<file path="config.mk">
export PLATFORM = sky130hd
export DESIGN_NAME = lout_mix_regs
export DESIGN_NICKNAME = d
export VERILOG_FILES = /design/src/lout_mix_pkg.sv /design/src/gain_step_if.sv /design/src/gain_stepper.sv /design/src/lout_mix_regs.sv
export SDC_FILE = /design/constraint.sdc
export NUM_CORES = 1
export LEC_CHECK = 0
export ABC_AREA = 1
export ABC_CLOCK_PERIOD_IN_PS = 5600
export BUFFER_PORTS_ARGS = -buffer_cell sky130_fd_sc_hd__buf_2
export CORE_ASPECT_RATIO = 1.1
export CORE_MARGIN = 5
export CORE_UTILIZATION = 51
export CTS_CLUSTER_DIAMETER = 30
export DETAILED_ROUTE_END_ITERATION = 6
export GPL_ROUTABILITY_DRIVEN = 0
export HOLD_SLACK_MARGIN = 0.12
export PLACE_DENSITY = 0.7
export REMOVE_ABC_BUFFERS = 1
export SLEW_MARGIN = 20
export SYNTH_ARGS = -nofsm -noshare
export SYNTH_HDL_FRONTEND = slang
export SYNTH_SLANG_ARGS = --single-unit
</file>
<file path="constraint.sdc">
create_clock -name CORE_CLK -period 5.6 [get_ports CORE_CLK]
set_input_delay 0.56 -clock CORE_CLK [delete_from_list [all_inputs] [get_ports CORE_CLK]]
set_output_delay 0.56 -clock CORE_CLK [all_outputs]
set_load 0.005 [all_outputs]
</file>
<file path="src/lout_mix_pkg.sv">
// Purpose: shared constants for the line-output mixer control registers
// Assumes: byte-wide register port, 7-bit register addresses, 250 MHz core clock
// Notes: offsets are the printed register numbers
package lout_mix_pkg;

    localparam int unsigned ADDR_W = 7;
    localparam int unsigned DATA_W = 8;
    localparam int unsigned GAIN_W = 7;
    localparam int unsigned LEVEL_W = 4;
    localparam int unsigned NUM_SRC = 8;
    localparam int unsigned NUM_CH = 9;
    localparam int unsigned LEVEL_CH = 8;

    // register offsets
    localparam logic [6:0] RSVD_FIRST_ADDR = 7'h49;
    localparam logic [6:0] RSVD_LAST_ADDR = 7'h4F;
    localparam logic [6:0] L2L_TO_LOUT_ADDR = 7'h50;
    localparam logic [6:0] PREL_TO_LOUT_ADDR = 7'h51;
    localparam logic [6:0] DACL_TO_LOUT_ADDR = 7'h52;
    localparam logic [6:0] L2R_TO_LOUT_ADDR = 7'h53;
    localparam logic [6:0] PRER_TO_LOUT_ADDR = 7'h54;
    localparam logic [6:0] DACR_TO_LOUT_ADDR = 7'h55;
    localparam logic [6:0] LOUT_LEVEL_ADDR = 7'h56;
    localparam logic [6:0] L2L_TO_ROUT_ADDR = 7'h57;
    localparam logic [6:0] PREL_TO_ROUT_ADDR = 7'h58;

    // field positions
    localparam int unsigned ROUTE_BIT = 7;
    localparam int unsigned GAIN_MSB = 6;
    localparam int unsigned LEVEL_MSB = 7;
    localparam int unsigned LEVEL_LSB = 4;
    localparam int unsigned UNMUTE_BIT = 3;
    localparam int unsigned RSVD_BIT = 2;
    localparam int unsigned PEND_BIT = 1;
    localparam int unsigned PWR_BIT = 0;

    // reset values, fixed read values and the level limit
    localparam logic [7:0] SRC_REG_RST = 8'h00;
    localparam logic [3:0] LEVEL_RST = 4'h0;
    localparam logic UNMUTE_RST = 1'b0;
    localparam logic PEND_RST = 1'b1;
    localparam logic PWR_RST = 1'b0;
    localparam logic [7:0] RSVD_READ = 8'h00;
    localparam logic [3:0] LEVEL_MAX = 4'h9;

    // timing
    localparam int unsigned CLK_PERIOD_PS = 4000;
    localparam int unsigned STEP_TIME_NS = 20834;
    localparam int unsigned STEP_CYCLES = (STEP_TIME_NS * 1000) / CLK_PERIOD_PS;
    localparam int unsigned PWRUP_TIME_NS = 10000;
    localparam int unsigned PWRUP_CYCLES = (PWRUP_TIME_NS * 1000 + CLK_PERIOD_PS - 1) / CLK_PERIOD_PS;
    localparam int unsigned CNT_W = 16;

    typedef enum logic [1:0] {PWR_OFF, PWR_RAMP, PWR_ON} pwr_state_t;

endpackage : lout_mix_pkg

</file>
<file path="src/gain_step_if.sv">
// Purpose: carrier between the register bank and the gain stepper
// Assumes: one clock domain
// Notes: channel 8 carries the output level code, zero-extended
`timescale 1ns/10ps
interface gain_step_if;
    logic [lout_mix_pkg::NUM_CH-1:0][lout_mix_pkg::GAIN_W-1:0] target;
    logic [lout_mix_pkg::NUM_CH-1:0][lout_mix_pkg::GAIN_W-1:0] applied;
    logic tick;
    logic pending;

    modport ctrl (output target, output tick, input applied, input pending);
    modport stepper (input target, input tick, output applied, output pending);
endinterface : gain_step_if

</file>
<file path="src/gain_stepper.sv">
// Purpose: walk each applied gain code one step per tick toward its target
// Assumes: tick is a one-cycle pulse
// Notes: stepping avoids audible zipper noise from large gain jumps
`timescale 1ns/10ps
module gain_stepper (
    input wire logic clk,
    input wire logic rst_n,
    gain_step_if.stepper gs
);
    logic [lout_mix_pkg::NUM_CH-1:0] mismatch;

    genvar ch;
    generate
        for (ch = 0; ch < lout_mix_pkg::NUM_CH; ch++) begin : g_ch
            logic [lout_mix_pkg::GAIN_W-1:0] applied_r;
            logic [lout_mix_pkg::GAIN_W-1:0] applied_nxt;
            logic go_up;
            assign mismatch[ch] = (applied_r != gs.target[ch]);
            assign go_up = (applied_r < gs.target[ch]);
            assign applied_nxt = !(gs.tick && mismatch[ch]) ? applied_r :
                                 go_up ? applied_r + 7'h01 : applied_r - 7'h01;
            always_ff @(posedge clk) begin
                if (!rst_n) begin
                    applied_r <= '0;
                end else begin
                    applied_r <= applied_nxt;
                end
            end
            assign gs.applied[ch] = applied_r;
        end
    endgenerate

    assign gs.pending = |mismatch;
endmodule : gain_stepper

</file>
<file path="src/lout_mix_regs.sv">
// Purpose: control registers for the left and right line-output mixers
// Assumes: register port strobes are synchronous to CORE_CLK, one access per cycle
// Notes: read data is registered and appears the cycle after REG_RD
// Functional notes
// - Registers 0x49 to 0x4F read all zero and are never meant to be written.
// - Register 0x50 holds a routing enable in bit 7 and a gain code in bits 6-0, both RW, reset zero.
// - Register 0x51 holds a routing enable in bit 7 and a gain code in bits 6-0, both RW, reset zero.
// - Register 0x52 holds a routing enable in bit 7 and a gain code in bits 6-0, both RW, reset zero.
// - Register 0x53 holds a routing enable in bit 7 and a gain code in bits 6-0, both RW, reset zero.
// - Register 0x54 holds a routing enable in bit 7 and a gain code in bits 6-0, both RW, reset zero.
// - Register 0x55 holds a routing enable in bit 7 and a gain code in bits 6-0, both RW, reset zero.
// - Register 0x57 holds a routing enable in bit 7 and a gain code in bits 6-0, both RW, reset zero.
// - Register 0x58 holds a routing enable in bit 7 and a gain code in bits 6-0, both RW, reset zero.
// - Bits 7-4 of register 0x56 set the left output level in 1 dB steps, 0 to 9 dB, reset zero.
// - Bit 3 of register 0x56 is a RW mute control, zero muted and one unmuted.
// - Bit 1 of register 0x56 reads one from reset while programmed gains are still being applied.
// - Bit 0 of register 0x56 reads one only when the left output is fully powered up, reset zero.
// - Bit 2 of register 0x56 reads zero and is not to be written.
`timescale 1ns/10ps
module lout_mix_regs #(
    parameter int unsigned STEP_CYCLES = lout_mix_pkg::STEP_CYCLES
) (
    input wire logic CORE_CLK,
    input wire logic NRST,
    input wire logic [lout_mix_pkg::ADDR_W-1:0] REG_ADDR,
    input wire logic REG_WR,
    input wire logic REG_RD,
    input wire logic [lout_mix_pkg::DATA_W-1:0] REG_WDATA,
    output logic [lout_mix_pkg::DATA_W-1:0] REG_RDATA,
    input wire logic LEFT_OUT_PWR_REQ,
    output logic [lout_mix_pkg::NUM_SRC-1:0] SRC_ROUTE_EN,
    output logic [lout_mix_pkg::NUM_SRC-1:0][lout_mix_pkg::GAIN_W-1:0] SRC_GAIN,
    output logic [lout_mix_pkg::LEVEL_W-1:0] LEFT_OUT_LEVEL,
    output logic LEFT_OUT_UNMUTE,
    output logic LEFT_OUT_PWR_UP
);

    // source register storage, indexed 0..7 in address order 0x50-0x55, 0x57, 0x58
    logic [lout_mix_pkg::DATA_W-1:0] src_reg_r [lout_mix_pkg::NUM_SRC];
    logic [lout_mix_pkg::LEVEL_W-1:0] level_r;
    logic unmute_r;
    logic pend_r;
    logic [lout_mix_pkg::DATA_W-1:0] rdata_r;
    logic [lout_mix_pkg::DATA_W-1:0] rdata_nxt;
    logic [lout_mix_pkg::CNT_W-1:0] step_cnt_r;
    logic [lout_mix_pkg::CNT_W-1:0] step_cnt_nxt;
    logic [lout_mix_pkg::CNT_W-1:0] pwr_cnt_r;
    logic [lout_mix_pkg::CNT_W-1:0] pwr_cnt_nxt;
    lout_mix_pkg::pwr_state_t pwr_state_r;
    lout_mix_pkg::pwr_state_t pwr_state_nxt;

    localparam logic [lout_mix_pkg::CNT_W-1:0] STEP_LAST = lout_mix_pkg::CNT_W'(STEP_CYCLES - 1);
    localparam logic [lout_mix_pkg::CNT_W-1:0] PWRUP_LAST =
        lout_mix_pkg::CNT_W'(lout_mix_pkg::PWRUP_CYCLES - 1);

    gain_step_if gs ();

    gain_stepper u_stepper (
        .clk(CORE_CLK),
        .rst_n(NRST),
        .gs(gs.stepper)
    );

    // address decode
    logic hit_rsvd;
    logic hit_level;
    logic hit_src;
    logic [2:0] src_idx;
    logic [lout_mix_pkg::NUM_SRC-1:0] src_wr;
    logic level_wr;

    assign hit_rsvd = (REG_ADDR >= lout_mix_pkg::RSVD_FIRST_ADDR) && (REG_ADDR <= lout_mix_pkg::RSVD_LAST_ADDR);
    assign hit_level = (REG_ADDR == lout_mix_pkg::LOUT_LEVEL_ADDR);

    always_comb begin
        hit_src = 1'b1;
        src_idx = 3'h0;
        case (REG_ADDR)
            lout_mix_pkg::L2L_TO_LOUT_ADDR: begin
                src_idx = 3'h0;
            end
            lout_mix_pkg::PREL_TO_LOUT_ADDR: begin
                src_idx = 3'h1;
            end
            lout_mix_pkg::DACL_TO_LOUT_ADDR: begin
                src_idx = 3'h2;
            end
            lout_mix_pkg::L2R_TO_LOUT_ADDR: begin
                src_idx = 3'h3;
            end
            lout_mix_pkg::PRER_TO_LOUT_ADDR: begin
                src_idx = 3'h4;
            end
            lout_mix_pkg::DACR_TO_LOUT_ADDR: begin
                src_idx = 3'h5;
            end
            lout_mix_pkg::L2L_TO_ROUT_ADDR: begin
                src_idx = 3'h6;
            end
            lout_mix_pkg::PREL_TO_ROUT_ADDR: begin
                src_idx = 3'h7;
            end
            default: begin
                hit_src = 1'b0;
            end
        endcase
    end

    assign level_wr = REG_WR && hit_level;

    genvar s;
    generate
        for (s = 0; s < lout_mix_pkg::NUM_SRC; s++) begin : g_src
            assign src_wr[s] = REG_WR && hit_src && (src_idx == 3'(s));
            always_ff @(posedge CORE_CLK) begin
                if (!NRST) begin
                    src_reg_r[s] <= lout_mix_pkg::SRC_REG_RST;
                end else if (src_wr[s]) begin
                    src_reg_r[s] <= REG_WDATA;
                end
            end
            assign SRC_ROUTE_EN[s] = src_reg_r[s][lout_mix_pkg::ROUTE_BIT];
            assign gs.target[s] = src_reg_r[s][lout_mix_pkg::GAIN_MSB:0];
            assign SRC_GAIN[s] = gs.applied[s];
        end
    endgenerate

    // level nibble and mute bit; bits 2..0 of the write are dropped
    always_ff @(posedge CORE_CLK) begin
        if (!NRST) begin
            level_r <= lout_mix_pkg::LEVEL_RST;
            unmute_r <= lout_mix_pkg::UNMUTE_RST;
        end else if (level_wr) begin
            level_r <= REG_WDATA[lout_mix_pkg::LEVEL_MSB:lout_mix_pkg::LEVEL_LSB];
            unmute_r <= REG_WDATA[lout_mix_pkg::UNMUTE_BIT];
        end
    end

    // reserved codes are clamped so the analog stage never sees them
    logic [lout_mix_pkg::LEVEL_W-1:0] level_target;
    assign level_target = (level_r > lout_mix_pkg::LEVEL_MAX) ? lout_mix_pkg::LEVEL_MAX : level_r;
    assign gs.target[lout_mix_pkg::LEVEL_CH] = {3'h0, level_target};
    assign LEFT_OUT_LEVEL = gs.applied[lout_mix_pkg::LEVEL_CH][lout_mix_pkg::LEVEL_W-1:0];
    assign LEFT_OUT_UNMUTE = unmute_r;

    // step pacing: one gain step per interval
    logic step_wrap;
    assign step_wrap = (step_cnt_r == STEP_LAST);
    assign step_cnt_nxt = step_wrap ? '0 : step_cnt_r + 16'h0001;
    assign gs.tick = step_wrap;

    always_ff @(posedge CORE_CLK) begin
        if (!NRST) begin
            step_cnt_r <= '0;
        end else begin
            step_cnt_r <= step_cnt_nxt;
        end
    end

    // status follows the stepper, starts at one out of reset
    always_ff @(posedge CORE_CLK) begin
        if (!NRST) begin
            pend_r <= lout_mix_pkg::PEND_RST;
        end else begin
            pend_r <= gs.pending;
        end
    end

    always_comb begin
        pwr_state_nxt = pwr_state_r;
        pwr_cnt_nxt = pwr_cnt_r;
        case (pwr_state_r)
            lout_mix_pkg::PWR_OFF: begin
                pwr_cnt_nxt = '0;
                if (LEFT_OUT_PWR_REQ) begin
                    pwr_state_nxt = lout_mix_pkg::PWR_RAMP;
                end
            end
            lout_mix_pkg::PWR_RAMP: begin
                if (!LEFT_OUT_PWR_REQ) begin
                    pwr_state_nxt = lout_mix_pkg::PWR_OFF;
                    pwr_cnt_nxt = '0;
                end else if (pwr_cnt_r == PWRUP_LAST) begin
                    pwr_state_nxt = lout_mix_pkg::PWR_ON;
                end else begin
                    pwr_cnt_nxt = pwr_cnt_r + 16'h0001;
                end
            end
            lout_mix_pkg::PWR_ON: begin
                // power-down is taken as immediate; status drops two cycles after the request falls
                if (!LEFT_OUT_PWR_REQ) begin
                    pwr_state_nxt = lout_mix_pkg::PWR_OFF;
                    pwr_cnt_nxt = '0;
                end
            end
            default: begin
                pwr_state_nxt = lout_mix_pkg::PWR_OFF;
                pwr_cnt_nxt = '0;
            end
        endcase
    end

    always_ff @(posedge CORE_CLK) begin
        if (!NRST) begin
            pwr_state_r <= lout_mix_pkg::PWR_OFF;
            pwr_cnt_r <= '0;
        end else begin
            pwr_state_r <= pwr_state_nxt;
            pwr_cnt_r <= pwr_cnt_nxt;
        end
    end

    logic pwr_up;
    assign pwr_up = (pwr_state_r == lout_mix_pkg::PWR_ON);

    logic pwr_up_r;
    always_ff @(posedge CORE_CLK) begin
        if (!NRST) begin
            pwr_up_r <= lout_mix_pkg::PWR_RST;
        end else begin
            pwr_up_r <= pwr_up;
        end
    end
    assign LEFT_OUT_PWR_UP = pwr_up_r;

    // read path
    logic [lout_mix_pkg::DATA_W-1:0] level_rd;
    logic [lout_mix_pkg::DATA_W-1:0] src_rd;

    assign level_rd = {level_r, unmute_r, 1'b0, pend_r, pwr_up_r};
    assign src_rd = src_reg_r[src_idx];

    // reserved block and unmapped addresses read zero
    assign rdata_nxt = !REG_RD ? rdata_r :
                       hit_src ? src_rd :
                       hit_level ? level_rd :
                       hit_rsvd ? lout_mix_pkg::RSVD_READ : 8'h00;

    always_ff @(posedge CORE_CLK) begin
        if (!NRST) begin
            rdata_r <= 8'h00;
        end else begin
            rdata_r <= rdata_nxt;
        end
    end
    assign REG_RDATA = rdata_r;

endmodule : lout_mix_regs

</file>
# After elaboration in Yosys (flattened, before gate mapping)
# Memory sizes are Yosys's and may differ from the RTL's.
# Index checks and enable logic that the tools add are counted.
totals:
  input_bits: 20
  reg_bits: 112
  elab_cells: 172
  mem_count: 1
  out_inout_bits: 78
  ram_bits: 64
memory_table:
  columns: ["memory", "depth", "word_bits", "read_ports", "rd_ports_with_merged_regs", "write_ports", "line_no", "source"]
  rows:
  - ["src_reg_r", 8, 8, 9, 0, 8, "lout_mix_regs.sv:39", "logic [lout_mix_pkg::DATA_W-1:0] src_reg_r [lout_mix_pkg::NUM_SRC];"]
op_classes:
  n_bitwise: 9
  n_reduce_logical: 26
  add_sub_neg: 20
  mux: 56
  order_cmp: 10
  n_eq_ne: 33
op_table:
  columns: ["cell", "count"]
  rows:
  - ["8-bit 2-to-1 mux", 10]
  - ["7-bit by 1-bit adder with 7-bit output (second input constant)", 9]
  - ["7-bit == test (second input constant)", 9]
  - ["7-bit 2-to-1 mux", 9]
  - ["7-bit by 1-bit subtractor with 7-bit output (second input constant)", 9]
  - ["7-bit less-than comparator", 8]
  - ["7-bit inequality test", 8]
  - ["16-bit 2-to-1 mux", 3]
  - ["16-bit by 1-bit adder with 16-bit output (second input constant)", 2]
  - ["16-bit case mux with 2 select lines", 1]
  - ["1-bit 2-to-1 mux", 26]
  - ["3-bit case mux with 7 select lines", 1]
  - ["1-bit logical AND", 19]
  - ["16-bit by 12-bit == test with 1-bit output (second input constant)", 1]
  - ["16-bit by 13-bit == test with 1-bit output (second input constant)", 1]
  - ["3-bit == test (second input constant)", 4]
  - ["9-bit OR reduction", 1]
  - ["2-bit 2-to-1 mux", 4]
  - ["1-bit bitwise OR", 8]
  - ["8-bit OR reduction", 1]
  - ["7-bit by 4-bit less-than comparator with 1-bit output", 1]
  - ["7-bit by 4-bit inequality test with 1-bit output", 1]
  - ["3-bit by 2-bit == test with 1-bit output (second input constant)", 2]
  - ["3-bit inequality test (second input constant)", 2]
  - ["13 further kinds", 14]

# Depth between registers and ports, before layout
# Gate-level depths: netlist of run 1.
logic_depth:
  word_depth: 9
  depth_mapped: 20
  mapped_depth_nobuf: 20

# Modules after synthesis
# A second synthesis of run 1 with hierarchy kept.
unflattened:
  cells_unflattened: 1707
  hier_area_um2: 12518.3
modules_own_cells:
  columns: ["module", "area_per_inst_um2", "n_inst", "cells_per_inst", "seq_area_each_um2"]
  rows:
  - ["gain_stepper", 6921.6, 1, 993, 1261.2]
  - ["lout_mix_regs", 5596.6, 1, 714, 2902.8]

# Worst setup path before layout of run 1
# OpenSTA, ideal clock, no wires.
synth_path:
  kind: "register -> register"
  from: "mem src_reg_r[3][6] (netlist bit)"
  to: "reg u_stepper.g_ch[3].applied_r[6] (netlist bit)"
  stages_incl_launch_ff: 20
  n_path_buf: 0
  t_required_ns: 5.487
  t_arrival_ns: 2.401
  slack_ns: 3.087
  synth_period_minus_slack_ns: 2.513
  setup_ns: 0.113
  cell_sequence: "edfxtp_1 -> inv_1 -> ha_1 -> nand2_1 -> inv_1 -> nand3_1 -> a21oi_1 -> nor3_1 -> nand2_1 -> ha_1 -> a21oi_1 -> nand2_1 -> nand2_1 -> nand2_1 -> a21oi_1 -> nand3_1 -> nand3_1 -> nand2_1 -> nand2_1 -> nor2_1"
synth_lines:
  columns: ["item", "line_no", "source"]
  rows:
  - ["start, declared", "lout_mix_regs.sv:39", null]
  - ["end signal, assigned", "gain_stepper.sv:26", "applied_r <= applied_nxt;"]
  - ["end, declared", "gain_stepper.sv:15", "logic [lout_mix_pkg::GAIN_W-1:0] applied_r;"]

==> results by group, run 1 <==
Drt
  – DRC marker count from the first detailed-route iteration: 702
  – Average wire per standard cell: 14.9 um
  – Final wirelength: 27,900 um
  – Router iterations before antenna repair: 5
  – Number of design rule violations left after detail routing: 0
  – Vias per std cell: 5.25
  – Total via count in the routed design: 9,815
  – Antenna violation net count after detailed routing: 0

Synth
  – Most area-consuming cells after synthesis: sky130_fd_sc_hd__dfxtp_1 19%, sky130_fd_sc_hd__edfxtp_1 17%, sky130_fd_sc_hd__ha_1 11%
  – Count of flip-flops with a built-in enable after synthesis: 64
  – Most instantiated flip-flop cell in the synthesis netlist: sky130_fd_sc_hd__dfxtp_1
  – Largest area contributor in the netlist: sky130_fd_sc_hd__dfxtp_1
  – FF+latch count, synth: 176
  – Warnings from Yosys: 0
  – Sequential element share of the synthesized area: 36.0%
  – Post-Synthesis Mean Instance Area: 7.55 um^2
  – Share of synthesized registers carrying an async set or reset: 0%
  – Post-Synthesis Cell Area: 0.0116 mm^2
  – Count of distinct cell types in the synthesized netlist: 42
  – Top-area cell type share of the netlist area: 19.4%
  – Mapped Cells: 1,530

Finish
  – Commonest cells after routing, fill and taps aside: 327 x sky130_fd_sc_hd__nand2_1, 191 x sky130_fd_sc_hd__inv_1, 149 x sky130_fd_sc_hd__nor2_1
  – Final-layout fill cell count: 2,052
  – Sequential cell area: 0.00416 mm^2
  – Layout cell share with drive strength beyond 1: 11.1%
  – Area occupied by multi-input gates: 0.00604 mm^2
  – Synth-to-layout area growth: 7.47%
  – Most common library cell in the layout ignoring fill and taps: sky130_fd_sc_hd__nand2_1
  – Number of nets at the end of the flow: 1,697
  – Post-Layout Cell Count: 1,870
  – Number of antenna repair diodes: 0

Place
  – Port Buf Inserts: 97
  – Total half-perimeter wirelength after legalization and detailed placement: 20,900 um
  – Post-placement cell count: 1,838

Min path
  – Hold worst-path end: LEFT_OUT_UNMUTE$_SDFFE_PN0P_
  – Launch instance of the worst min-delay path: REG_WDATA[3]
  – Count of cells along the worst hold path: 3
  – Tightest Hold Check Type: input pin to flop

Critical path
  – Origin of the critical flop-to-flop path: src_reg_r[4][2]$_SDFFCE_PN0P_
  – Endpoint of the worst register-to-register path: u_stepper.g_ch[4].applied_r[6]$_SDFFE_PN0P_
  – Critical path origin: src_reg_r[4][2]$_SDFFCE_PN0P_
  – CP Data Required Time: 5970 ps
  – Critical setup path kind: flop to flop
  – CP peak stage delay: 400 ps
  – Critical path, cell by cell: inv_1 > ha_1 > a21oi_1 > a21oi_1 > nor3_1 > nand2_1 > ha_1 > a21oi_1 > nand2_1 > nand2_1 > nand2_1 > a21oi_1 > inv_1 > nand2_1 > nand3_1 > nand2_1 > nand2_1 > nor2_1
  – Flop-to-flop setup slack: 2690 ps
  – Slowest stage cell, crit path: sky130_fd_sc_hd__ha_1
  – Data arrival time of the critical path: 3290 ps
  – R2R cell count: 18
  – Kind of capture point of the worst setup path: flop
  – Critical path peak fanout: 7
  – Type of element launching the critical path: flop
  – Dominant cell type by count on the critical path: sky130_fd_sc_hd__nand2_1

Floorplan
  – Die area: 0.0258 mm^2
  – Row count: 57
  – Vertical die dimension: 168 um
  – Io pins: 98
  – Horizontal extent of the die: 154 um
  – Starting density of the core: 52.1%
  – Core outline area: 0.0222 mm^2

Timing
  – Worst slew margin relative to its limit: 38.8%
  – Crit share post-route: 52.0%
  – Max-slew violation count: 0
  – Worst-case clock skew: 10.4 ps
  – Hold WS: 417 ps
  – Final setup viols: 0
  – F_max: 343 MHz
  – Number of hold violations in the final report: 0
  – Post-route setup TNS: 0 ps
  – Transition at the pin with the smallest max-transition slack: 918 ps
  – Post-layout minimum cycle time: 2910 ps
  – RSZ-0062 raised after global routing: false

Clock tree
  – TritonCTS clock tree: yes
  – CTS sink cnt: 176
  – Clock latency on the worst-skew pair: 430 ps
  – Quantity of gates resized following cts: 0
  – H-tree level count: 4
  – Maximum clock path buffer count: 2
  – Clock-pin transition on the worst setup and hold timing paths: 70 ps
  – Clock tree root buffer cell: sky130_fd_sc_hd__clkbuf_16
  – Number of buffers created by CTS: 17
  – Number of buffers added to fix hold violations after cts: 0
  – Number of buffers inserted by post-CTS setup repair: 0

Pwr
  – Leakage power of the design: 5.98 nW
  – Peak supply drop: 0.207 mV
  – Pwr Density: 219 mW/mm^2

GRT
  – Number of global-route vias before repair: 9,286
  – Maximum number of pins on one net before global-route repair: 85
  – First-pass GRT wire length: 46,200 um
  – Total congestion overflow: 0
  – Gr usage total: 21.7%
  – Antenna violations before repair: 0

Run
  – Max-cap violations: 0

Outcome
  – Result of the run: complete, no violations
sequential cells by signal (all words and copies together) (netlist names), 2 cells and up:
name	flops
REG_RDATA	8
step_cnt_r	16
u_stepper.g_ch.applied_r	63
pwr_state_r	2
level_r	4
src_reg_r	64
pwr_cnt_r	16
cell type report:
type                       count  area share, %
multi-input combinational   1069           48.6
tap                          295           2.97
inverter                     199           6.09
clock buffer                  19           3.74
timing repair buffer          99           4.03
sequential                   176           33.5
clock inverter                13          0.997
worst max path at each step:
stage                                                   to  slack [ps]  cells past startpoint
2_1_floorplan                src_reg_r[1][0]$_SDFFCE_PN0P_        3070                      9
5_1_grt        u_stepper.g_ch[3].applied_r[6]$_SDFFE_PN0P_        2210                     20
3_3_place_gp                 src_reg_r[1][3]$_SDFFCE_PN0P_        2570                     10
3_5_place_dp                 src_reg_r[1][0]$_SDFFCE_PN0P_        2510                     10
4_1_cts        u_stepper.g_ch[3].applied_r[6]$_SDFFE_PN0P_        2700                     20
6_report       u_stepper.g_ch[4].applied_r[6]$_SDFFE_PN0P_        2690                     18
power breakdown:
group	internal [mW]	switching [mW]	total, mW
Clock	0.660	0.533	1.19
Sequential	1.35	0.0203	1.37
Combinational	0.0475	0.113	0.160
Total	2.06	0.665	2.72
through the flow:
| step | util (%) | instance area [um^2] | power [mW] | setup WS, ps |
|---|---|---|---|---|
| finish | 56.0 | 12400 | 2.72 | 2690 |
| floorplan | - | 11000 | 1.49 | 3070 |
| global placement | 53.3 | 11800 | 1.55 | 2570 |
| CTS | 56.0 | 12400 | 2.74 | 2700 |
| global route | 56.0 | 12400 | 2.82 | 2210 |
| detailed placement | 53.3 | 11800 | 1.56 | 2510 |
synth_stat cells (8+ instances only):
| master | n |
|---|---|
| sky130_fd_sc_hd__o21ai_0 | 96 |
| sky130_fd_sc_hd__inv_1 | 191 |
| sky130_fd_sc_hd__edfxtp_1 | 64 |
| sky130_fd_sc_hd__dfxtp_1 | 112 |
| sky130_fd_sc_hd__xor2_1 | 8 |
| sky130_fd_sc_hd__nand3b_1 | 12 |
| sky130_fd_sc_hd__a21oi_1 | 138 |
| sky130_fd_sc_hd__clkbuf_1 | 11 |
| sky130_fd_sc_hd__nand3_2 | 8 |
| sky130_fd_sc_hd__fa_1 | 9 |
| sky130_fd_sc_hd__nor2_1 | 149 |
| sky130_fd_sc_hd__nand3_1 | 88 |
| sky130_fd_sc_hd__nor2_4 | 12 |
| sky130_fd_sc_hd__nand2_1 | 327 |
| sky130_fd_sc_hd__xnor2_1 | 22 |
| sky130_fd_sc_hd__nand4_1 | 24 |
| sky130_fd_sc_hd__ha_1 | 106 |
| sky130_fd_sc_hd__buf_4 | 60 |
| sky130_fd_sc_hd__nor3_1 | 38 |
worst max-delay path: cells and delay by family (launching register included):
kind,cells,cell delay (ps)
AO/OA/AOI/OAI,4,630
adder cells (fa/ha/maj),2,660
buffers and inverters,2,160
flip-flops,1,380
AND/OR/NAND/NOR,10,1000
routing by layer:
layer / GRT usage (%) / part of all wire, % / vias up
li1: - / - / 5068
met1: 28.2 / 45 / 4449
met2: 36.9 / 48 / 250
met3: 3.88 / 5.3 / 48
met4: 6.34 / 2.3 / 0
met5: 0 / 0 / -
cell families after synthesis:
logic type	count (synthesis)	share of synthesized area [%]
flip-flops	176	36.0
XOR/XNOR	30	2.27
adder cells (fa/ha/maj)	115	13.0
buffers and inverters	285	11.7
AND/OR/NAND/NOR	677	26.0
AO/OA/AOI/OAI	247	11.0
Power figures use the tool's default switching activity.
==> run 2: changes to the inputs <==
- ABC_CLOCK_PERIOD_IN_PS: 5600 -> 2800
- clock period: 5.6 -> 2.8 ns (I/O delays scaled with it)
==> run 2 against run 1 <==
  * Cell area increased by 7.8%
  * Hold slack got worse by 270 ps
  * Critical path depth unchanged
  * Global-route usage increased by 0.34 points
  * Worst setup slack got worse by 2600 ps
  * Critical path type unchanged
  * Core utilization increased by 4.4 points
==> results by group, run 2 (synthesis gave the netlist of run 1 again) <==
Timing
  – Min setup slack post-route: 109 ps (-2580 ps)
  – Worst-case clock skew: 8.43 ps (-1.94 ps)
  – Max-slew violation count: 0 (unchanged)
  – F_max: 372 MHz (+8.2%)
  – Number of hold violations in the final report: 0 (unchanged)
  – Post-layout minimum cycle time: 2690 ps (-221 ps)
  – Worst slew margin relative to its limit: 57.5% (+19 points)
  – RSZ-0062 raised after global routing: true
  – Crit share post-route: 96.1% (+44 points)
  – Transition at the pin with the smallest max-transition slack: 632 ps (-286 ps)
  – Post-route setup TNS: 0 ps (unchanged)
  – Final setup viols: 0 (unchanged)

Place
  – Post-placement cell count: 1,871 (+1.8%)
  – Total half-perimeter wirelength after legalization and detailed placement: 21,700 um (+4.1%)
  – Setup slack at placement: -34.3 ps (-2550 ps)
  – Port Buf Inserts: 97 (unchanged)
  – Dpl cell area: 0.0121 mm^2 (+2.2%)

Floorplan
  – Horizontal extent of the die: 154 um (unchanged)
  – Io pins: 98 (unchanged)
  – Vertical die dimension: 168 um (unchanged)
  – Die area: 0.0258 mm^2 (unchanged)
  – Core outline area: 0.0222 mm^2 (unchanged)
  – Row count: 57 (unchanged)
  – Starting density of the core: 52.1% (unchanged)

GRT
  – First-pass GRT wire length: 46,900 um (+1.4%)
  – Total congestion overflow: 0 (unchanged)
  – Number of global-route vias before repair: 9,615 (+3.5%)
  – Gr usage total: 22.0% (+0.34 points)
  – Antenna violations before repair: 0 (unchanged)
  – Maximum number of pins on one net before global-route repair: 33 (-61%)

Finish
  – Commonest cells after routing, fill and taps aside: 317 x sky130_fd_sc_hd__nand2_1, 180 x sky130_fd_sc_hd__inv_1, 148 x sky130_fd_sc_hd__nor2_1
  – Post-route standard cell area excluding fillers: 0.0134 mm^2 (+7.8%)
  – Largest registers: src_reg_r: 64 flops, u_stepper.g_ch.applied_r: 63 flops
  – Post-Layout Cell Count: 1,933 (+3.4%)
  – Register with the most flip-flops: src_reg_r
  – Final-layout fill cell count: 1,920 (-6.4%)
  – Most common library cell in the layout ignoring fill and taps: sky130_fd_sc_hd__nand2_1
  – Number of antenna repair diodes: 0 (unchanged)
  – Number of nets at the end of the flow: 1,760 (+3.7%)
  – Synth-to-layout area growth: 15.9%
  – Layout cell share with drive strength beyond 1: 20.3% (+9.2 points)
  – Flip-flop count of the largest register after layout: 64 (unchanged)

Drt
  – Router iterations before antenna repair: 5 (unchanged)
  – Antenna violation net count after detailed routing: 0 (unchanged)
  – Vias per std cell: 5.38 (+2.5%)
  – Total via count in the routed design: 10,400 (+6.0%)
  – Final wirelength: 30,000 um (+7.6%)
  – Number of design rule violations left after detail routing: 0 (unchanged)
  – Average wire per standard cell: 15.5 um (+4.1%)
  – DRC marker count from the first detailed-route iteration: 699 (-0.43%)

Pwr
  – Switching share of power: 26.2% (+1.8 points)
  – Internal power: 4.02 mW (+95%)
  – Share of total power in the clock network: 43.0% (-0.8 points)
  – Leakage power of the design: 6.23 nW (+4.3%)
  – Reported net switching power: 1.43 mW (+110%)
  – Comb power frac: 6.8% (+0.9 points)
  – Pwr Density: 407 mW/mm^2 (+86%)
  – Peak supply drop: 0.446 mV (+110%)
  – Sequential fraction of design power: 50.2% (-0.2 points)

Clock tree
  – Clock latency on the worst-skew pair: 430 ps (about the same)
  – Clock-pin transition on the worst setup and hold timing paths: 70 ps (about the same)
  – H-tree level count: 4 (unchanged)
  – CTS sink cnt: 176 (unchanged)
  – Number of buffers created by CTS: 17 (unchanged)
  – Number of buffers added to fix hold violations after cts: 0 (unchanged)
  – TritonCTS clock tree: yes
  – Maximum clock path buffer count: 2 (unchanged)
  – Clock tree root buffer cell: sky130_fd_sc_hd__clkbuf_16

Critical path
  – Critical path origin: src_reg_r[4][2]$_SDFFCE_PN0P_
  – Data arrival time of the critical path: 3070 ps (-220 ps)
  – Origin of the critical flop-to-flop path: src_reg_r[4][2]$_SDFFCE_PN0P_
  – Kind of capture point of the worst setup path: flop
  – CP Data Required Time: 3180 ps (-2790 ps)
  – Type of element launching the critical path: flop
  – Crit path capture: u_stepper.g_ch[4].applied_r[6]$_SDFFE_PN0P_
  – Critical path peak fanout: 5 (-2)
  – Critical setup path kind: flop to flop
  – Endpoint of the worst register-to-register path: u_stepper.g_ch[4].applied_r[6]$_SDFFE_PN0P_
  – Flop-to-flop setup slack: 110 ps (-2580 ps)
  – R2R cell count: 18 (unchanged)

Outcome
  – Result of the run: complete, no violations

Run
  – Max-cap violations: 0 (unchanged)

Min path
  – Tightest Hold Check Type: input pin to flop
[run 2: cell count changes in the layout (fill, tap and decap cells not counted), sizes merged]
| cell | change |
|---|---|
| bufinv | -1 |
| inv | +5 |
| clkinv | -3 |
| clkbuf | -1 |
| buf | +63 |
[run 2: worst max-delay path, cell delays in order, from the launching register on]
cell                       delay (ps)
sky130_fd_sc_hd__edfxtp_1         380
sky130_fd_sc_hd__inv_2             70
sky130_fd_sc_hd__ha_1             260
sky130_fd_sc_hd__a21oi_2          150
sky130_fd_sc_hd__a21oi_1           90
sky130_fd_sc_hd__nor3_2           260
sky130_fd_sc_hd__nand2_2          190
sky130_fd_sc_hd__fa_2             420
sky130_fd_sc_hd__nand3_2           80
sky130_fd_sc_hd__nand2_1           50
sky130_fd_sc_hd__nand2_1           70
sky130_fd_sc_hd__nand2_1           70
sky130_fd_sc_hd__a21oi_2          160
sky130_fd_sc_hd__inv_1             50
sky130_fd_sc_hd__nand2_1           60
sky130_fd_sc_hd__nand3_1           80
sky130_fd_sc_hd__nand2_1           70
sky130_fd_sc_hd__nand2_1           40
sky130_fd_sc_hd__nor2_1            80
[run 2: worst min path at each step]
stage	from	end	slack, ps	cells after the start
finish	REG_WDATA[3]	LEFT_OUT_UNMUTE$_SDFFE_PN0P_	140	3
global route	REG_WDATA[3]	LEFT_OUT_UNMUTE$_SDFFE_PN0P_	140	3
CTS	REG_WDATA[3]	LEFT_OUT_UNMUTE$_SDFFE_PN0P_	130	3
detailed placement	pwr_state_r[0]$_SDFFE_PN0P_	LEFT_OUT_PWR_UP$_SDFF_PN0_	420	1
global placement	pwr_state_r[0]$_SDFFE_PN0P_	LEFT_OUT_PWR_UP$_SDFF_PN0_	410	1
floorplan	pwr_state_r[0]$_SDFFE_PN0P_	LEFT_OUT_PWR_UP$_SDFF_PN0_	400	1
[run 2: final cells by class]
type / count / area (um^2) / share of cell area, %
clock buffer: 18 / 439 / 3.28
clock inverter: 14 / 121 / 0.906
inverter: 199 / 757 / 5.65
multi-input combinational: 1069 / 6550 / 48.9
sequential: 176 / 4170 / 31.1
tap: 295 / 369 / 2.76
timing repair buffer: 162 / 990 / 7.39
[run 2: through the flow]
stage	power [mW]	utilization, %	hold slack (ps)
final	5.45	60.4	144
after global routing	5.62	60.4	135
after CTS	5.42	57.1	129
after detailed placement	3.12	54.5	422
after global placement	3.11	54.5	412
after floorplan	2.97	-	399
[run 2: power groups by stage]
stage	clock (mW)	combinational, mW	sequential (mW)
after CTS	2.35	0.331	2.74
after global placement	0	0.322	2.79
after detailed placement	0	0.329	2.79
after floorplan	0	0.192	2.78
final	2.35	0.369	2.74
after global routing	2.47	0.412	2.74
[run 2: timing repair]
action / CTS / global route
gates resized for setup: 3 / 96
buffers inserted: 0 / 30
setup endpoints to repair: 2 / 16
cloned: 0 / 0
pin swaps: 0 / 39
[run 2: per-layer routing]
| metal | track usage (%) | vias up | wire, um |
|---|---|---|---|
| met4 | 4.95 | 0 | 630 |
| met3 | 3.47 | 50 | 1700 |
| met5 | 0 | - | 0 |
| li1 | - | 5194 | - |
| met1 | 28.2 | 4842 | 12800 |
| met2 | 39.1 | 315 | 14800 |
==> run 3: changes to the inputs <==
- ABC_AREA: 1 -> default
==> run 3 against run 2 <==
  * The flow now finishes with violations (setup timing)
  * Sequential cell count did not move
  * Sequential power about the same
  * First-iteration DRC count fell by 7.7%
  * Critical path depth down 6
  * Clock power barely moved
  * Combinational power up 3%
  * Clock-buffer cell count is 1 lower
  * Die area decreased by 3.2%
  * Synthesized cell count fell by 22%
  * Sequential share of layout area shrank 0.33 points
  * Register-to-register slack got worse by 130 ps
  * Clock skew rose by 2.8 ps
  * Critical endpoint is now u_stepper.g_ch[0].applied_r[4]$_SDFFE_PN0P_
  * Highest routed layer is now met5
==> results by group, run 3 <==
Outcome
  – Result of the run: finished, violations left
  – Violated checks: setup timing

Min path
  – Hold worst-path end: pwr_cnt_r[0]$_SDFFE_PN0P_
  – Count of cells along the worst hold path: 3 (unchanged)
  – Launch instance of the worst min-delay path: LEFT_OUT_PWR_REQ
  – Tightest Hold Check Type: input pin to flop

Critical path
  – Origin of the critical flop-to-flop path: src_reg_r[0][4]$_SDFFCE_PN0P_
  – Endpoint of the worst register-to-register path: u_stepper.g_ch[0].applied_r[4]$_SDFFE_PN0P_
  – Critical path peak fanout: 5 (unchanged)
  – Data arrival time of the critical path: 3140 ps (+70 ps)
  – Critical setup path kind: flop to flop
  – Kind of capture point of the worst setup path: flop
  – CP Data Required Time: 3120 ps (-60 ps)
  – Type of element launching the critical path: flop
  – Flop-to-flop setup slack: -20 ps (-130 ps)
  – R2R cell count: 12 (-6)
  – Critical path origin: src_reg_r[0][4]$_SDFFCE_PN0P_

GRT
  – First-pass GRT wire length: 44,000 um (-6.2%)
  – Total congestion overflow: 0 (unchanged)
  – Maximum number of pins on one net before global-route repair: 65 (+97%)
  – Antenna violations before repair: 1 (+1)
  – Gr usage total: 22.3% (+0.27 points)
  – Number of global-route vias before repair: 8,741 (-9.1%)

Floorplan
  – Io pins: 98 (unchanged)
  – Die area: 0.0250 mm^2 (-3.2%)
  – Row count: 56 (-1.8%)
  – Core outline area: 0.0214 mm^2 (-3.3%)
  – Starting density of the core: 52.1% (about the same)
  – Horizontal extent of the die: 151 um (-1.6%)
  – Vertical die dimension: 165 um (-1.6%)

Synth
  – Sequential element share of the synthesized area: 37.3% (+1.3 points)
  – Most area-consuming cells after synthesis: sky130_fd_sc_hd__dfxtp_1 20%, sky130_fd_sc_hd__edfxtp_1 17%, sky130_fd_sc_hd__ha_1 12%
  – FF+latch count, synth: 176 (unchanged)
  – Most instantiated flip-flop cell in the synthesis netlist: sky130_fd_sc_hd__dfxtp_1
  – Simple-gate area share of the yosys netlist: 18.1% (-8.0 points)
  – Post-Synthesis Mean Instance Area: 9.34 um^2 (+24%)
  – Xor and xnor area share after synthesis: 6.20% (+3.9 points)
  – Largest family of logic cells by synthesized area: simple AND/OR/NAND/NOR gates
  – Share of synthesized registers carrying an async set or reset: 0% (unchanged)
  – Top post-synthesis cells by count: 112 x sky130_fd_sc_hd__dfxtp_1, 106 x sky130_fd_sc_hd__ha_1, 91 x sky130_fd_sc_hd__nor2_1, 80 x sky130_fd_sc_hd__a21oi_1
  – Count of distinct cell types in the synthesized netlist: 62 (+48%)
  – Top-area cell type share of the netlist area: 20.1% (+0.68 points)
  – Warnings from Yosys: 0 (unchanged)
  – Post-Synthesis Cell Area: 0.0112 mm^2 (-3.4%)
  – Share of synthesized area spent on multiplexers: 2.52% (+2.5 points)
  – Most frequent cell after synthesis: sky130_fd_sc_hd__dfxtp_1
  – Count of flip-flops with a built-in enable after synthesis: 64 (unchanged)
  – Post-Synth Adder-Cell Area: 13.5% (+0.46 points)
  – Compound-cell area share of the yosys netlist: 14.6% (+3.6 points)
  – Mapped Cells: 1,196 (-22%)
  – Largest area contributor in the netlist: sky130_fd_sc_hd__dfxtp_1

Drt
  – Average wire per standard cell: 17.3 um (+12%)
  – Antenna violation net count after detailed routing: 0 (unchanged)
  – Final wirelength: 28,600 um (-4.5%)
  – DRC marker count from the first detailed-route iteration: 645 (-7.7%)
  – Number of design rule violations left after detail routing: 0 (unchanged)
  – Vias per std cell: 5.57 (+3.6%)
  – Router iterations before antenna repair: 6 (+1)
  – Total via count in the routed design: 9,214 (-11%)

Place
  – Dpl cell area: 0.0123 mm^2 (+1.6%)
  – Port Buf Inserts: 97 (unchanged)
  – Total half-perimeter wirelength after legalization and detailed placement: 20,800 um (-4.4%)

Timing
  – F_max: 354 MHz (-4.7%)
  – Final setup viols: 1 (+1)
  – Worst-case clock skew: 11.2 ps (+2.82 ps)
  – RSZ-0062 raised after global routing: true
  – Min setup slack post-route: -24.7 ps (-134 ps)
  – Max-slew violation count: 0 (unchanged)
  – Transition at the pin with the smallest max-transition slack: 766 ps (+134 ps)
  – Post-route setup TNS: -24.7 ps (-24.7 ps)
  – Crit share post-route: 101% (+4.8 points)
  – Worst slew margin relative to its limit: 48.5% (-9.0 points)
  – Post-layout minimum cycle time: 2820 ps (+134 ps)
  – Number of hold violations in the final report: 0 (unchanged)

Clock tree
  – TritonCTS clock tree: yes
  – Number of buffers added to fix hold violations after cts: 0 (unchanged)
  – Clock latency on the worst-skew pair: 440 ps (about the same)
  – CTS sink cnt: 176 (unchanged)
  – Number of buffers created by CTS: 17 (unchanged)
  – H-tree level count: 4 (unchanged)
  – Clock tree root buffer cell: sky130_fd_sc_hd__clkbuf_16
  – Maximum clock path buffer count: 2 (unchanged)
  – Clock-pin transition on the worst setup and hold timing paths: 70 ps (about the same)

Finish
  – Number of antenna repair diodes: 0 (unchanged)
  – Most common library cell in the layout ignoring fill and taps: sky130_fd_sc_hd__buf_4
  – Number of nets at the end of the flow: 1,485 (-16%)
  – Post-route standard cell area excluding fillers: 0.0135 mm^2 (+1.1%)
  – Final standard cell utilization of the core: 63.1% (+2.7 points)
  – Commonest cells after routing, fill and taps aside: 124 x sky130_fd_sc_hd__buf_4, 108 x sky130_fd_sc_hd__dfxtp_1, 97 x sky130_fd_sc_hd__buf_2
  – Register with the most flip-flops: src_reg_r
  – Flip-flop count of the largest register after layout: 64 (unchanged)
  – Largest registers: src_reg_r: 64 flops, u_stepper.g_ch.applied_r: 63 flops
  – Synth-to-layout area growth: 21.2%
  – Layout cell share with drive strength beyond 1: 27.5% (+7.2 points)

Pwr
  – Leakage power of the design: 5.85 nW (-6.1%)
  – Pwr Density: 403 mW/mm^2 (-0.92%)
  – Peak supply drop: 0.338 mV (-24%)

Run
  – Max-cap violations: 0 (unchanged)
run 3: layer usage:
metal | global-route usage, % | part of all wire [%] | up-vias
met5 | 0 | 0.024 | -
met4 | 7.75 | 3.0 | 2
met1 | 28.8 | 42 | 4394
met3 | 4.09 | 6.2 | 61
met2 | 37.5 | 49 | 267
li1 | - | - | 4490
run 3: what timing repair did:
item | CTS | global route
gates resized for setup | 18 | 91
hold endpoints to repair | 0 | 0
setup endpoints to repair | 8 | 25
setup buffers | 0 | 13
pin swaps | 5 | 53
run 3: how the worst max path moves through the flow:
stage          cells after the start                                           to  slack (ps)
2_1_floorplan                     14  u_stepper.g_ch[8].applied_r[6]$_SDFFE_PN0P_        -170
3_3_place_gp                      14  u_stepper.g_ch[8].applied_r[6]$_SDFFE_PN0P_         -90
3_5_place_dp                      14  u_stepper.g_ch[8].applied_r[6]$_SDFFE_PN0P_        -170
4_1_cts                           13  u_stepper.g_ch[1].applied_r[6]$_SDFFE_PN0P_         0.3
5_1_grt                           12  u_stepper.g_ch[0].applied_r[4]$_SDFFE_PN0P_        -160
6_report                          12  u_stepper.g_ch[0].applied_r[4]$_SDFFE_PN0P_         -20
run 3: report_power, final:
group	internal [mW]	switching [mW]
clock	1.18	1.14
combinational	0.152	0.229
sequential	2.70	0.0485
run 3: per-stage QoR:
stage	power, mW	hold WS, ps	std cells	setup WS, ps
6_report	5.46	147	1653	-24.7
3_3_place_gp	3.14	429	1608	-85.8
4_1_cts	5.44	123	1640	0.329
2_1_floorplan	2.95	354	1106	-171
5_1_grt	5.63	131	1653	-165
3_5_place_dp	3.15	447	1608	-170
run 3: worst max-delay path: stages (launching register included):
cell                       delay, ps
sky130_fd_sc_hd__edfxtp_1        380
sky130_fd_sc_hd__inv_1            70
sky130_fd_sc_hd__ha_1            230
sky130_fd_sc_hd__and3_1          220
sky130_fd_sc_hd__a221o_1         320
sky130_fd_sc_hd__a31o_4          250
sky130_fd_sc_hd__fa_2            350
sky130_fd_sc_hd__buf_4           150
sky130_fd_sc_hd__a21o_1          140
sky130_fd_sc_hd__a21oi_1         220
sky130_fd_sc_hd__xnor2_1         100
sky130_fd_sc_hd__mux2i_1         200
sky130_fd_sc_hd__nor2_1           60
run 3: cell type report:
class	count	area [um^2]
fill	1818	7900
multi-input combinational	856	6690
sequential	176	4170
inverter	74	278
tap	290	363
clock inverter	15	144
clock buffer	17	425
timing repair buffer	225	1470
run 3: logic make-up after synthesis:
| group | count (synthesis) |
|---|---|
| fa+ha+maj | 115 |
| mux | 28 |
| compound gates | 255 |
| flops | 176 |
| buf+inv | 164 |
| simple gates | 379 |
| xor+xnor | 79 |
